$ cat config.mk
export PLATFORM = sky130hd
export DESIGN_NAME = mbslv_top
export DESIGN_NICKNAME = d
export VERILOG_FILES = /design/src/verilog/mbslv_pkg.sv /design/src/verilog/mbslv_crc.sv /design/src/verilog/mbslv_gap.sv /design/src/verilog/mbslv_top.sv
export VERILOG_INCLUDE_DIRS = /design/src /design/src/verilog
export SDC_FILE = /design/constraint.sdc
export NUM_CORES = 1
export LEC_CHECK = 0
export BUFFER_PORTS_ARGS = -buffer_cell sky130_fd_sc_hd__buf_2
export CORE_UTILIZATION = 50
export CTS_CLUSTER_SIZE = 25
export DETAILED_ROUTE_END_ITERATION = 16
export PLACE_DENSITY = 0.72
export SLEW_MARGIN = 30
export SYNTH_ARGS = -nofsm -noshare
export SYNTH_HDL_FRONTEND = slang
export SYNTH_SLANG_ARGS = --single-unit
$ cat constraint.sdc
create_clock -name clk -period 4.9 [get_ports clk]
set_clock_uncertainty 0.15 [all_clocks]
set_input_delay 0.49 -clock clk [delete_from_list [all_inputs] [get_ports clk]]
set_output_delay 0.49 -clock clk [all_outputs]
set_load 0.02 [all_outputs]
$ cat src/verilog/mbslv_cfg.svh
// Constants for the serial register-access slave frame handler
// What this block does
// - Register reads use function 3; answer is data or an exception frame.
// - At most 123 registers are returned in one read response.
// - Read counts above 123 return the first 123 registers, no exception.
// - Read reply: address, 3, byte count twice registers, data high first, CRC.
// - Failed read reply: address, 131, exception 2, CRC low then high.
// - Writes use function 6 and change exactly one 16-bit register.
// - Successful write reply echoes the query byte for byte, CRC included.
// - Failed write reply: function 134, exception 2 bad address, 10 protected.
// - Check value is 16 bits, preset to all ones before the first byte.
// - Each byte is first XORed into the check value's low byte.
// - Then eight right shifts, XOR with A001h when a one falls out.
// - Check value is appended low byte first, then high byte.
// - Check matches reference frames ending 45 CC and 89 D2.
// - Characters carry eight data bits, no parity, one stop bit.
// - Act only on queries matching own slave address, valid range 1 to 240.
// - Link rate configurable from 2400 to 115200 baud, same on all nodes.
`ifndef MBSLV_CFG_SVH
`define MBSLV_CFG_SVH

`define MBSLV_CLK_HZ        250000000
`define MBSLV_FN_READ       8'h03
`define MBSLV_FN_WRITE      8'h06
`define MBSLV_EXC_FLAG      8'h80
`define MBSLV_EXC_ADDR      8'h02
`define MBSLV_EXC_WPROT     8'h0A
`define MBSLV_MAX_REGS      8'h7B
`define MBSLV_CRC_INIT      16'hFFFF
`define MBSLV_CRC_POLY      16'hA001
`define MBSLV_ADDR_MIN      8'h01
`define MBSLV_ADDR_MAX      8'hF0
`define MBSLV_QUERY_LEN     4'h8
`define MBSLV_CHAR_BITS     10
`define MBSLV_IDLE_HALFCH   7

`endif

$ cat src/verilog/mbslv_pkg.sv
// Types shared by the slave frame handler
package mbslv_pkg;
   typedef enum logic [2:0] {
      MBSLV_IDLE = 3'b000,
      MBSLV_RECV = 3'b001,
      MBSLV_DROP = 3'b010,
      MBSLV_EXEC = 3'b011,
      MBSLV_WAIT = 3'b100,
      MBSLV_SEND = 3'b101,
      MBSLV_CRCL = 3'b110,
      MBSLV_CRCH = 3'b111
   } mbslv_state_e;

   typedef enum logic [1:0] {
      MBSLV_RSP_READ = 2'b00,
      MBSLV_RSP_ECHO = 2'b01,
      MBSLV_RSP_EXC  = 2'b10
   } mbslv_rsp_e;
endpackage

$ cat src/verilog/mbslv_crc.sv
// Byte-wide CRC-16 engine for the slave frame handler
`timescale 1ns/100ps
`default_nettype none
`include "mbslv_cfg.svh"
module mbslv_crc (
   input  wire logic        clk,
   input  wire logic        nrst,
   input  wire logic        clear,
   input  wire logic        byte_vld,
   input  wire logic [7:0]  byte_in,
   output logic      [15:0] crc
);
   import mbslv_pkg::*;
   logic [15:0] next_crc;

   function automatic logic [15:0] crc_step(input logic [15:0] c, input logic [7:0] b);
      logic [15:0] v;
      v = {c[15:8], c[7:0] ^ b};
      for (int i = 0; i < 8; i++) begin
         v = v[0] ? ((v >> 1) ^ `MBSLV_CRC_POLY) : (v >> 1);
      end
      return v;
   endfunction

   always_comb begin
      next_crc = crc;
      if (clear) begin
         next_crc = `MBSLV_CRC_INIT;
      end else if (byte_vld) begin
         next_crc = crc_step(crc, byte_in);
      end
   end

   always_ff @(posedge clk or negedge nrst) begin
      if (!nrst) begin
         crc <= `MBSLV_CRC_INIT;
      end else begin
         crc <= next_crc;
      end
   end
endmodule
`default_nettype wire

$ cat src/verilog/mbslv_gap.sv
// Bus idle timer that marks frame ends
`timescale 1ns/100ps
`default_nettype none
`include "mbslv_cfg.svh"
module mbslv_gap #(
   parameter int BAUD = 9600
) (
   input  wire logic clk,
   input  wire logic nrst,
   input  wire logic activity,
   output logic      frame_end
);
   import mbslv_pkg::*;
   // Idle limit in clock cycles: 3.5 characters, rounded up
   localparam int BIT_CYC = `MBSLV_CLK_HZ / BAUD;
   localparam int GAP_CYC = (BIT_CYC * `MBSLV_CHAR_BITS * `MBSLV_IDLE_HALFCH + 1) / 2;
   localparam int CW = $clog2(GAP_CYC + 2);
   logic [CW-1:0] cnt;
   logic [CW-1:0] next_cnt;
   logic          armed;
   logic          next_armed;

   always_comb begin
      next_cnt   = cnt;
      next_armed = armed;
      frame_end  = 1'b0;
      if (activity) begin
         next_cnt   = '0;
         next_armed = 1'b1;
      end else if (armed) begin
         if (cnt == CW'(GAP_CYC - 1)) begin
            frame_end  = 1'b1;
            next_armed = 1'b0;
         end else begin
            next_cnt = cnt + CW'(1);
         end
      end
   end

   always_ff @(posedge clk or negedge nrst) begin
      if (!nrst) begin
         cnt   <= '0;
         armed <= 1'b0;
      end else begin
         cnt   <= next_cnt;
         armed <= next_armed;
      end
   end
endmodule
`default_nettype wire

$ cat src/verilog/mbslv_top.sv
// Serial register-access slave: query decode, register access, reply build
`timescale 1ns/100ps
`default_nettype none
`include "mbslv_cfg.svh"
module mbslv_top #(
   parameter int BAUD = 9600
) (
   input  wire logic        clk,
   input  wire logic        nrst,
   input  wire logic [7:0]  slave_addr,
   input  wire logic        rx_valid,
   input  wire logic [7:0]  rx_data,
   input  wire logic        rx_busy,
   output logic             tx_valid,
   output logic      [7:0]  tx_data,
   input  wire logic        tx_ready,
   input  wire logic        tx_busy,
   output logic             rd_req,
   output logic      [15:0] rd_addr,
   input  wire logic        rd_ack,
   input  wire logic        rd_err,
   input  wire logic [15:0] rd_data,
   output logic             wr_req,
   output logic      [15:0] wr_addr,
   output logic      [15:0] wr_data,
   input  wire logic        wr_ack,
   input  wire logic        wr_err_addr,
   input  wire logic        wr_err_prot
);
   import mbslv_pkg::*;
   // Character framing (8N1) and baud timing live in the attached UART;
   // BAUD only sizes the idle gap and should be 2400..115200.

   mbslv_state_e state, next_state;
   mbslv_rsp_e   rsp, next_rsp;
   logic [7:0]   qbuf [0:7];
   logic [7:0]   next_qbuf [0:7];
   logic [3:0]   qcnt, next_qcnt;
   logic [6:0]   nregs, next_nregs;
   logic [6:0]   ridx, next_ridx;
   logic [15:0]  rword, next_rword;
   logic [7:0]   pos, next_pos;
   logic [7:0]   excode, next_excode;
   logic         hi, next_hi;
   logic [7:0]   next_tx_data;
   logic         next_tx_valid;
   logic         next_rd_req, next_wr_req;
   logic [15:0]  next_rd_addr, next_wr_addr, next_wr_data;
   logic         crc_clr, crc_vld;
   logic [7:0]   crc_byte;
   logic [15:0]  crc;
   logic         frame_end;
   logic [15:0]  q_start, q_cnt;
   logic         addr_ok;

   assign q_start = {qbuf[2], qbuf[3]};
   assign q_cnt   = {qbuf[4], qbuf[5]};
   assign addr_ok = (slave_addr >= `MBSLV_ADDR_MIN) && (slave_addr <= `MBSLV_ADDR_MAX);

   mbslv_crc u_crc (
      .clk      (clk),
      .nrst     (nrst),
      .clear    (crc_clr),
      .byte_vld (crc_vld),
      .byte_in  (crc_byte),
      .crc      (crc)
   );

   mbslv_gap #(.BAUD(BAUD)) u_gap (
      .clk       (clk),
      .nrst      (nrst),
      .activity  (rx_valid | rx_busy),
      .frame_end (frame_end)
   );

   always_comb begin
      next_state   = state;
      next_rsp     = rsp;
      next_qbuf    = qbuf;
      next_qcnt    = qcnt;
      next_nregs   = nregs;
      next_ridx    = ridx;
      next_rword   = rword;
      next_pos     = pos;
      next_excode  = excode;
      next_hi      = hi;
      next_tx_data = tx_data;
      next_tx_valid = tx_valid;
      next_rd_req  = rd_req;
      next_rd_addr = rd_addr;
      next_wr_req  = wr_req;
      next_wr_addr = wr_addr;
      next_wr_data = wr_data;
      crc_clr      = 1'b0;
      crc_vld      = 1'b0;
      crc_byte     = rx_data;
      case (state)
         MBSLV_IDLE: begin
            crc_clr = 1'b1;
            if (rx_valid) begin
               // Only our own address starts collection; others are ignored wholesale
               if (addr_ok && rx_data == slave_addr) begin
                  next_qbuf[0] = rx_data;
                  next_qcnt    = 4'h1;
                  next_state   = MBSLV_RECV;
                  crc_clr      = 1'b0;
                  crc_vld      = 1'b1;
               end else begin
                  next_state = MBSLV_DROP;
               end
            end
         end
         MBSLV_DROP: begin
            if (frame_end) begin
               next_state = MBSLV_IDLE;
            end
         end
         MBSLV_RECV: begin
            if (rx_valid) begin
               if (qcnt < `MBSLV_QUERY_LEN) begin
                  next_qbuf[qcnt[2:0]] = rx_data;
                  next_qcnt = qcnt + 4'h1;
                  crc_vld   = 1'b1;
               end else begin
                  next_state = MBSLV_DROP;
               end
            end else if (frame_end) begin
               // Running CRC over all eight bytes leaves zero when the check is good
               if (qcnt == `MBSLV_QUERY_LEN && crc == 16'h0000 &&
                   (qbuf[1] == `MBSLV_FN_READ || qbuf[1] == `MBSLV_FN_WRITE)) begin
                  next_state = MBSLV_EXEC;
               end else begin
                  next_state = MBSLV_IDLE;
               end
            end
         end
         MBSLV_EXEC: begin
            next_pos = 8'h00;
            next_hi  = 1'b1;
            next_ridx = 7'h00;
            if (qbuf[1] == `MBSLV_FN_READ) begin
               // Oversized counts are clipped, not refused
               if (q_cnt > 16'(`MBSLV_MAX_REGS)) begin
                  next_nregs = 7'(`MBSLV_MAX_REGS);
               end else begin
                  next_nregs = q_cnt[6:0];
               end
               next_rsp = MBSLV_RSP_READ;
               if (q_cnt == 16'h0000) begin
                  next_rsp    = MBSLV_RSP_EXC;
                  next_excode = `MBSLV_EXC_ADDR;
                  next_state  = MBSLV_SEND;
               end else begin
                  next_rd_req  = 1'b1;
                  next_rd_addr = q_start;
                  next_state   = MBSLV_WAIT;
               end
            end else begin
               next_wr_req  = 1'b1;
               next_wr_addr = q_start;
               next_wr_data = q_cnt;
               next_rsp     = MBSLV_RSP_ECHO;
               next_state   = MBSLV_WAIT;
            end
         end
         MBSLV_WAIT: begin
            crc_byte = tx_data;
            if (tx_valid && tx_ready) begin
               next_tx_valid = 1'b0;
               crc_vld       = 1'b1;
            end
            if (rsp == MBSLV_RSP_READ && rd_req && (rd_ack || rd_err)) begin
               next_rd_req = 1'b0;
               if (rd_err) begin
                  next_rsp    = MBSLV_RSP_EXC;
                  next_excode = `MBSLV_EXC_ADDR;
                  next_pos    = 8'h00;
               end else begin
                  next_rword   = rd_data;
                  next_ridx    = ridx + 7'h01;
                  next_rd_addr = rd_addr + 16'h0001;
               end
               // First word fetched before header; later words on demand
               next_state = MBSLV_SEND;
               next_hi    = 1'b1;
            end else if (wr_req && (wr_ack || wr_err_addr || wr_err_prot)) begin
               next_wr_req = 1'b0;
               if (wr_err_addr || wr_err_prot) begin
                  next_rsp    = MBSLV_RSP_EXC;
                  next_excode = wr_err_addr ? `MBSLV_EXC_ADDR : `MBSLV_EXC_WPROT;
               end
               next_state = MBSLV_SEND;
            end
         end
         MBSLV_SEND: begin
            crc_byte = tx_data;
            if (tx_valid) begin
               if (tx_ready) begin
                  next_tx_valid = 1'b0;
                  crc_vld       = 1'b1;
               end
            end else if (rsp == MBSLV_RSP_ECHO) begin
               next_tx_data  = qbuf[pos[2:0]];
               next_tx_valid = 1'b1;
               next_pos      = pos + 8'h01;
               if (pos == 8'h07) begin
                  next_state = MBSLV_IDLE;
               end
            end else if (pos == 8'h00) begin
               next_tx_data  = qbuf[0];
               next_tx_valid = 1'b1;
               next_pos      = 8'h01;
               crc_clr       = 1'b1;
            end else if (pos == 8'h01) begin
               next_tx_data  = (rsp == MBSLV_RSP_EXC) ? (qbuf[1] | `MBSLV_EXC_FLAG) : qbuf[1];
               next_tx_valid = 1'b1;
               next_pos      = 8'h02;
            end else if (pos == 8'h02) begin
               next_tx_data  = (rsp == MBSLV_RSP_EXC) ? excode : {nregs, 1'b0};
               next_tx_valid = 1'b1;
               next_pos      = 8'h03;
               if (rsp == MBSLV_RSP_EXC) begin
                  next_state = MBSLV_CRCL;
               end
            end else begin
               next_tx_data  = hi ? rword[15:8] : rword[7:0];
               next_tx_valid = 1'b1;
               next_hi       = ~hi;
               if (!hi) begin
                  if (ridx == nregs) begin
                     next_state = MBSLV_CRCL;
                  end else begin
                     next_rd_req = 1'b1;
                     next_state  = MBSLV_WAIT;
                  end
               end
            end
         end
         MBSLV_CRCL: begin
            crc_byte = tx_data;
            if (tx_valid) begin
               if (tx_ready) begin
                  next_tx_valid = 1'b0;
                  crc_vld       = 1'b1;
               end
            end else begin
               next_tx_data  = crc[7:0];
               next_tx_valid = 1'b1;
               next_state    = MBSLV_CRCH;
            end
         end
         MBSLV_CRCH: begin
            if (tx_valid) begin
               if (tx_ready) begin
                  next_tx_valid = 1'b0;
               end
            end else if (pos != 8'hFF) begin
               next_tx_data  = crc[15:8];
               next_tx_valid = 1'b1;
               next_pos      = 8'hFF;
            end else if (!tx_busy) begin
               next_state = MBSLV_IDLE;
            end
         end
         default: begin
            next_state = MBSLV_IDLE;
         end
      endcase
      // Echo path must also wait for the last byte to be accepted
      if (state == MBSLV_SEND && rsp == MBSLV_RSP_ECHO && !tx_valid && pos == 8'h07) begin
         next_state = MBSLV_CRCH;
         next_pos   = 8'hFF;
      end
   end

   always_ff @(posedge clk or negedge nrst) begin
      if (!nrst) begin
         state    <= MBSLV_IDLE;
         rsp      <= MBSLV_RSP_READ;
         qcnt     <= 4'h0;
         nregs    <= 7'h00;
         ridx     <= 7'h00;
         rword    <= 16'h0000;
         pos      <= 8'h00;
         excode   <= 8'h00;
         hi       <= 1'b1;
         tx_data  <= 8'h00;
         tx_valid <= 1'b0;
         rd_req   <= 1'b0;
         rd_addr  <= 16'h0000;
         wr_req   <= 1'b0;
         wr_addr  <= 16'h0000;
         wr_data  <= 16'h0000;
         for (int i = 0; i < 8; i++) begin
            qbuf[i] <= 8'h00;
         end
      end else begin
         state    <= next_state;
         rsp      <= next_rsp;
         qcnt     <= next_qcnt;
         nregs    <= next_nregs;
         ridx     <= next_ridx;
         rword    <= next_rword;
         pos      <= next_pos;
         excode   <= next_excode;
         hi       <= next_hi;
         tx_data  <= next_tx_data;
         tx_valid <= next_tx_valid;
         rd_req   <= next_rd_req;
         rd_addr  <= next_rd_addr;
         wr_req   <= next_wr_req;
         wr_addr  <= next_wr_addr;
         wr_data  <= next_wr_data;
         for (int i = 0; i < 8; i++) begin
            qbuf[i] <= next_qbuf[i];
         end
      end
   end
endmodule
`default_nettype wire

# == After elaboration in Yosys (flattened, before gate mapping) ==
# Index checks and enable logic that the tools add are counted.
# totals
reg_bits,216
inputBits,43
output_inout_bits,59
elab_cells,320
# classes
n_addsub,5
order_cmp,7
eq_ne,65
n_mux,151
bitwise,15
reduce_logical,50
# ops
operator,count
$mux 8,33
$mux 16,14
$mux 64,2
$bwmux 64,1
$mux 3,21
$mux 20,3
$ne 2x2->1 const B,23
$mux 1,43
$ne 3x3->1 const B,12
$logic_not 16->1,2
$pmux 16 s2,1
$pmux 8 s2,2
$pmux 8 s4,1
$bmux 8 s3,1
$demux 8 s3,1
$not 2->3,8
$pmux 3 s8,1
$pmux 8 s3,1
$mux 7,3
$add 20x1->20 const B,1
$eq 20x20->1 const B,1
$mux 4,5
$mux 2,9
$add 16x1->16 const B,1
56 further kinds,103

# == Depth between registers and ports, before layout ==
# logic_depth
depth_word,22
mapped_depth,12
ltp_nobuf,8

# == By module ==
# A second synthesis with hierarchy kept.
# hier_totals
hier_cells,1110
hier_area_um2,11564.8
# modules_own_cells
module,n_inst,cells_each,area_per_inst_um2,seq_area_each_um2
mbslv_top,1,895,9464.1,4330.4
mbslv_gap,1,127,1193.6,525.5
mbslv_crc,1,88,907.1,420.4

# == Worst setup path after synthesis ==
# Ideal clock, no wire load.
# synth_path
path_type,flip-flop to flip-flop
from,register pos[1]
to,register pos[5]
setup_time_ns,0.083
t_arrival_ns,2.765
required_time_ns,4.667
path_slack_ns,1.902
path_stages_with_launch,12
n_path_buf,4
synth_period_minus_slack_ns,2.998
path_cell_list,dfrtp_1 clkbuf_1 clkbuf_1 inv_1 ha_1 clkbuf_1 or2_2 o21ai_1 a221o_1 clkbuf_1 o21ai_0 o21ai_0
# synth_via
elab_chain_len,7
elab_cells_between_ends,21
cone_classes,add/sub (1); eq/ne (10); mux (6); reduce/logical (4)
# synth_rtl
item,line_no,rtl
start: declaration,mbslv_top.sv:42,"logic [7:0] pos, next_pos;"
start signal: assignment,mbslv_top.sv:304,pos <= next_pos;
branches (longest 7 deep; another with $add 8x1->8),--,
# Several ways; the timed one is not identified. The select of a mux whose other input is x is not followed.
# A chain may end at the register's enable or synchronous reset.

# == Final worst setup path ==
# layout_path
from,register state[2]
to,register u_crc.crc[0]
# layout_via
elab_chain_len,15
elab_cells_between_ends,29
cone_classes,eq/ne (4); mux (13); bitwise (8); reduce/logical (4)
# layout_rtl
item,line_no,rtl
start: declaration,mbslv_top.sv:34,"mbslv_state_e state, next_state;"
start signal: assignment,mbslv_top.sv:298,state <= next_state;
$eq 3x3->1,mbslv_top.sv:97,case (state)
$reduce_or 3->1 (no line),--,
$mux 8,mbslv_top.sv:97,
$xor 8x8->8,mbslv_crc.sv:18,"v = {c[15:8], c[7:0] ^ b};"
$mux 16 or $not 2->3 (tied branches) (6 in a row),--,
$not 2->3 (no line) or $mux 16 (tied branches),--,
$mux 16 (2 in a row),mbslv_crc.sv:20,v = v[0] ? ((v >> 1) ^ `MBSLV_CRC_POLY) : (v >> 1);
$mux 16,mbslv_crc.sv:29,end else if (byte_vld) begin
$mux 16,mbslv_crc.sv:27,if (clear) begin
end signal: assignment,mbslv_crc.sv:36,crc <= `MBSLV_CRC_INIT;
end signal: assignment,mbslv_crc.sv:38,crc <= next_crc;
end: declaration,mbslv_crc.sv:11,output logic [15:0] crc
# Parallel ways exist; a longest one is shown, timed or not. The select of a mux whose other input is x is not followed.

==> results.json <==
{
  "postCtsHoldBufs": 1,
  "synth-seq-cells": 210,
  "vdd.ir_drop.worst_mv": 0.290,
  "sequential_cell_area_fraction_in_the_yosys_report_pct": 47.6,
  "critical_path.startpoint_type": "flop",
  "timing.critical_path.from": "state[2]",
  "io_pins": 102,
  "fin_worst_hold_slack_ps": 34.9,
  "global_route_wire_length_before_repair_um": 46100,
  "kind_of_critical_path": "flop to flop",
  "avgSynthCellArea_um2": 10.6,
  "clk_pin_slew_worst_paths_ps": 60,
  "ctsLongestPathBuffers": 3,
  "count_of_flip_flops_with_a_built_in_enable_after_synthesis": 0,
  "netlist_area_um2": 11100,
  "total_clock_buffers_created_by_cts": 24,
  "post_synth_net_total": 1103,
  "floorplan.die.height_um": 151,
  "htree_num_levels": 1,
  "worst-endpoint-arrival_ps": 3610,
  "route.antenna.remaining_nets": 0,
  "worst_slew_pin_slew_ps": 947,
  "insertion_delay_ps": 540,
  "grt_pass1_vias": 8380,
  "grt_overflow_total": 0,
  "syn2layout_area_growth_pct": 14.0,
  "final.min_clock_period_ps": 3310,
  "tns_ps": 0,
  "power-per-cell-area_nw_per_um2": 549,
  "placement.io_buffers": 101,
  "most_common_cell_after_layout_fill_and_taps_aside": "sky130_fd_sc_hd__dfrtp_1",
  "p_leak_nw": 5.83,
  "number_of_cells_in_the_finished_layout_apart_from_fillers": 1423,
  "postSynth.topFlopCell": "sky130_fd_sc_hd__dfrtp_1",
  "dp_cells": 1377,
  "min_period_over_period_pct": 67.6,
  "initial_core_util_pct": 51.0,
  "crit_path_end_kind": "flop",
  "cpPeakStageDelay_ps": 890,
  "timing.max_slew.rel_slack_pct": 36.8,
  "cts-resized-gates": 0,
  "antenna_found_initial": 0,
  "totalPowerFinal_mw": 6.94,
  "maximum_number_of_pins_on_one_net_before_global_route_repair": 120,
  "postRouteWirelength_um": 29100,
  "final_hold_viol_count": 0,
  "worstHoldStart": "wr_err_addr",
  "dpl.hpwl_um": 20400,
  "remaining_drc_errors": 0,
  "fp-row-count": 54,
  "cp_depth": 7,
  "yosys_warnings": 0,
  "finalNetCount": 1181,
  "cts_setup_buffers": 0,
  "gr-usage-all-layers_pct": 26.2,
  "routed_wire_length_per_instance_um": 20.5,
  "finalWeightedCongestion": 0.940,
  "clk_root_buffer_cell": "sky130_fd_sc_hd__clkbuf_16",
  "worst-r2r-setup-slack_ps": 1590,
  "critical_path.top_delay_family": "XOR/XNOR gates",
  "core_area_um2": 21800,
  "worst_r2r_startpoint": "state[2]",
  "drt_iter0_drc": 737,
  "cts_num_sinks": 210,
  "die_area_um2": 22800,
  "syn_inst": 1047,
  "worst-path-buf-inv": 0,
  "timing.final.max_slew_violations": 0,
  "drt-pass1-iter-count": 6,
  "cpMaxStageDelayCell": "sky130_fd_sc_hd__dfrtp_1",
  "antennaDiodeCount": 0,
  "rr_worst_depth": 7,
  "synth.distinct_cells": 70,
  "reg2reg_to": "u_crc.crc[0]",
  "num_vias": 8789,
  "synth-async-reset-ratio_pct": 100,
  "finalSetupViolCount": 0,
  "min-delay-path-class": "primary input to flop",
  "crit_top_cell": "sky130_fd_sc_hd__xnor2_1",
  "fp.dieW_um": 151,
  "share_of_layout_cells_above_drive_strength_1_pct": 27.8,
  "maxClockFrequency_mhz": 302,
  "worst_ep_required_time_ps": 5190,
  "cp_max_fo": 26,
  "commonest_cells_after_routing_fill_and_taps_aside": "sky130_fd_sc_hd__dfrtp_1, sky130_fd_sc_hd__mux2_2, sky130_fd_sc_hd__buf_2",
  "grt_setup_unrepaired": "no",
  "worst_setup_path_endpoint": "u_crc.crc[0]",
  "max_cap_viol_count": 0,
  "outcome": "completed",
  "worstPathCellList": "a21boi_4 > mux2i_1 > xnor2_1 > xnor2_1 > xnor3_2 > xnor3_1 > o22a_1",
  "cts_tree": "yes",
  "routed_via_density": 6.18,
  "finish.utilization_pct": 58.1
}
[flip-flops by register name, summed over array words and instances (netlist names), 8 cells and up]
name / count
pos: 8
u_gap.cnt: 20
rd_addr: 16
tx_data: 8
qbuf: 32
q_start: 16
q_cnt: 16
wr_addr: 16
wr_data: 16
u_crc.crc: 16
rword: 16
[worst register-to-register path, stage by stage (launching register included)]
cell and delay [ps]:
sky130_fd_sc_hd__dfrtp_1 890, sky130_fd_sc_hd__a21boi_4 520, sky130_fd_sc_hd__mux2i_1 290, sky130_fd_sc_hd__xnor2_1 140, sky130_fd_sc_hd__xnor2_1 300, sky130_fd_sc_hd__xnor3_2 450, sky130_fd_sc_hd__xnor3_1 350, sky130_fd_sc_hd__o22a_1 160
[cells in the mapped netlist, drive strengths merged (16+ instances only)]
| cell | instances | area, µm² |
|---|---|---|
| dfrtp | 193 | 4830 |
| mux2 | 116 | 1310 |
| nand2 | 94 | 353 |
| nor2 | 69 | 259 |
| o21ai | 61 | 305 |
| a21oi | 58 | 290 |
| clkbuf | 52 | 195 |
| nand3 | 31 | 155 |
| nor3 | 27 | 145 |
| xnor2 | 26 | 228 |
| inv | 25 | 93.8 |
| xor2 | 24 | 210 |
| mux2i | 21 | 210 |
| dfstp | 17 | 447 |
| nand4 | 17 | 106 |
| o22a | 17 | 149 |
| mux4 | 16 | 360 |
[logic make-up (layout without fill, tap and decap cells)]
| kind of cell | after synthesis | count (layout) | share of synthesized area (%) |
|---|---|---|---|
| AOI/OAI and AO/OA | 221 | 221 | 12.9 |
| xor gates and xnor gates | 52 | 52 | 4.37 |
| adders and majority gates | 13 | 13 | 1.47 |
| buffers and inverters | 89 | 185 | 3.23 |
| DFF | 210 | 210 | 47.6 |
| muxes | 153 | 153 | 16.9 |
| and+or+nand+nor | 309 | 309 | 13.5 |
[area by class of cell]
cell class,instances,area (µm²)
Clock buffer,36,706
Tap cell,280,350
Timing Repair Buffer,115,643
Inverter,26,97.6
Clock inverter,8,101
Fill cell,1794,9120
Sequential cell,210,5280
Multi-Input combinational cell,748,5460
[how the worst min path moves through the flow]
stage,end,slack (ps),depth (start not counted)
5_1_grt,rword[5],30,2
3_3_place_gp,excode[1],320,1
2_1_floorplan,excode[1],40,0
6_report,excode[3],30,2
3_5_place_dp,excode[1],330,1
4_1_cts,u_gap.armed,20,3
[metrics by stage]
stage / worst slack [ps] / cell area, µm²
after floorplan: 1900 / 11100
after global placement: 1750 / 11800
after detailed placement: 1620 / 11800
after CTS: 1610 / 12600
after global routing: 1440 / 12600
final: 1590 / 12600
[where the power goes]
group	total (mW)	leakage (nW)	internal [mW]	switching, mW
clock network	1.78	0.398	1.06	0.727
logic	2.70	2.65	1.15	1.55
registers	2.46	2.78	2.04	0.413
[metal layers]
| metal | global-route usage [%] | part of all wire, % |
|---|---|---|
| met1 | 36.9 | 43 |
| met5 | 0 | 0 |
| met2 | 40.3 | 46 |
| met3 | 4.25 | 6.9 |
| met4 | 10.6 | 4.0 |
Note: power is estimated with default switching activity, not from simulation.
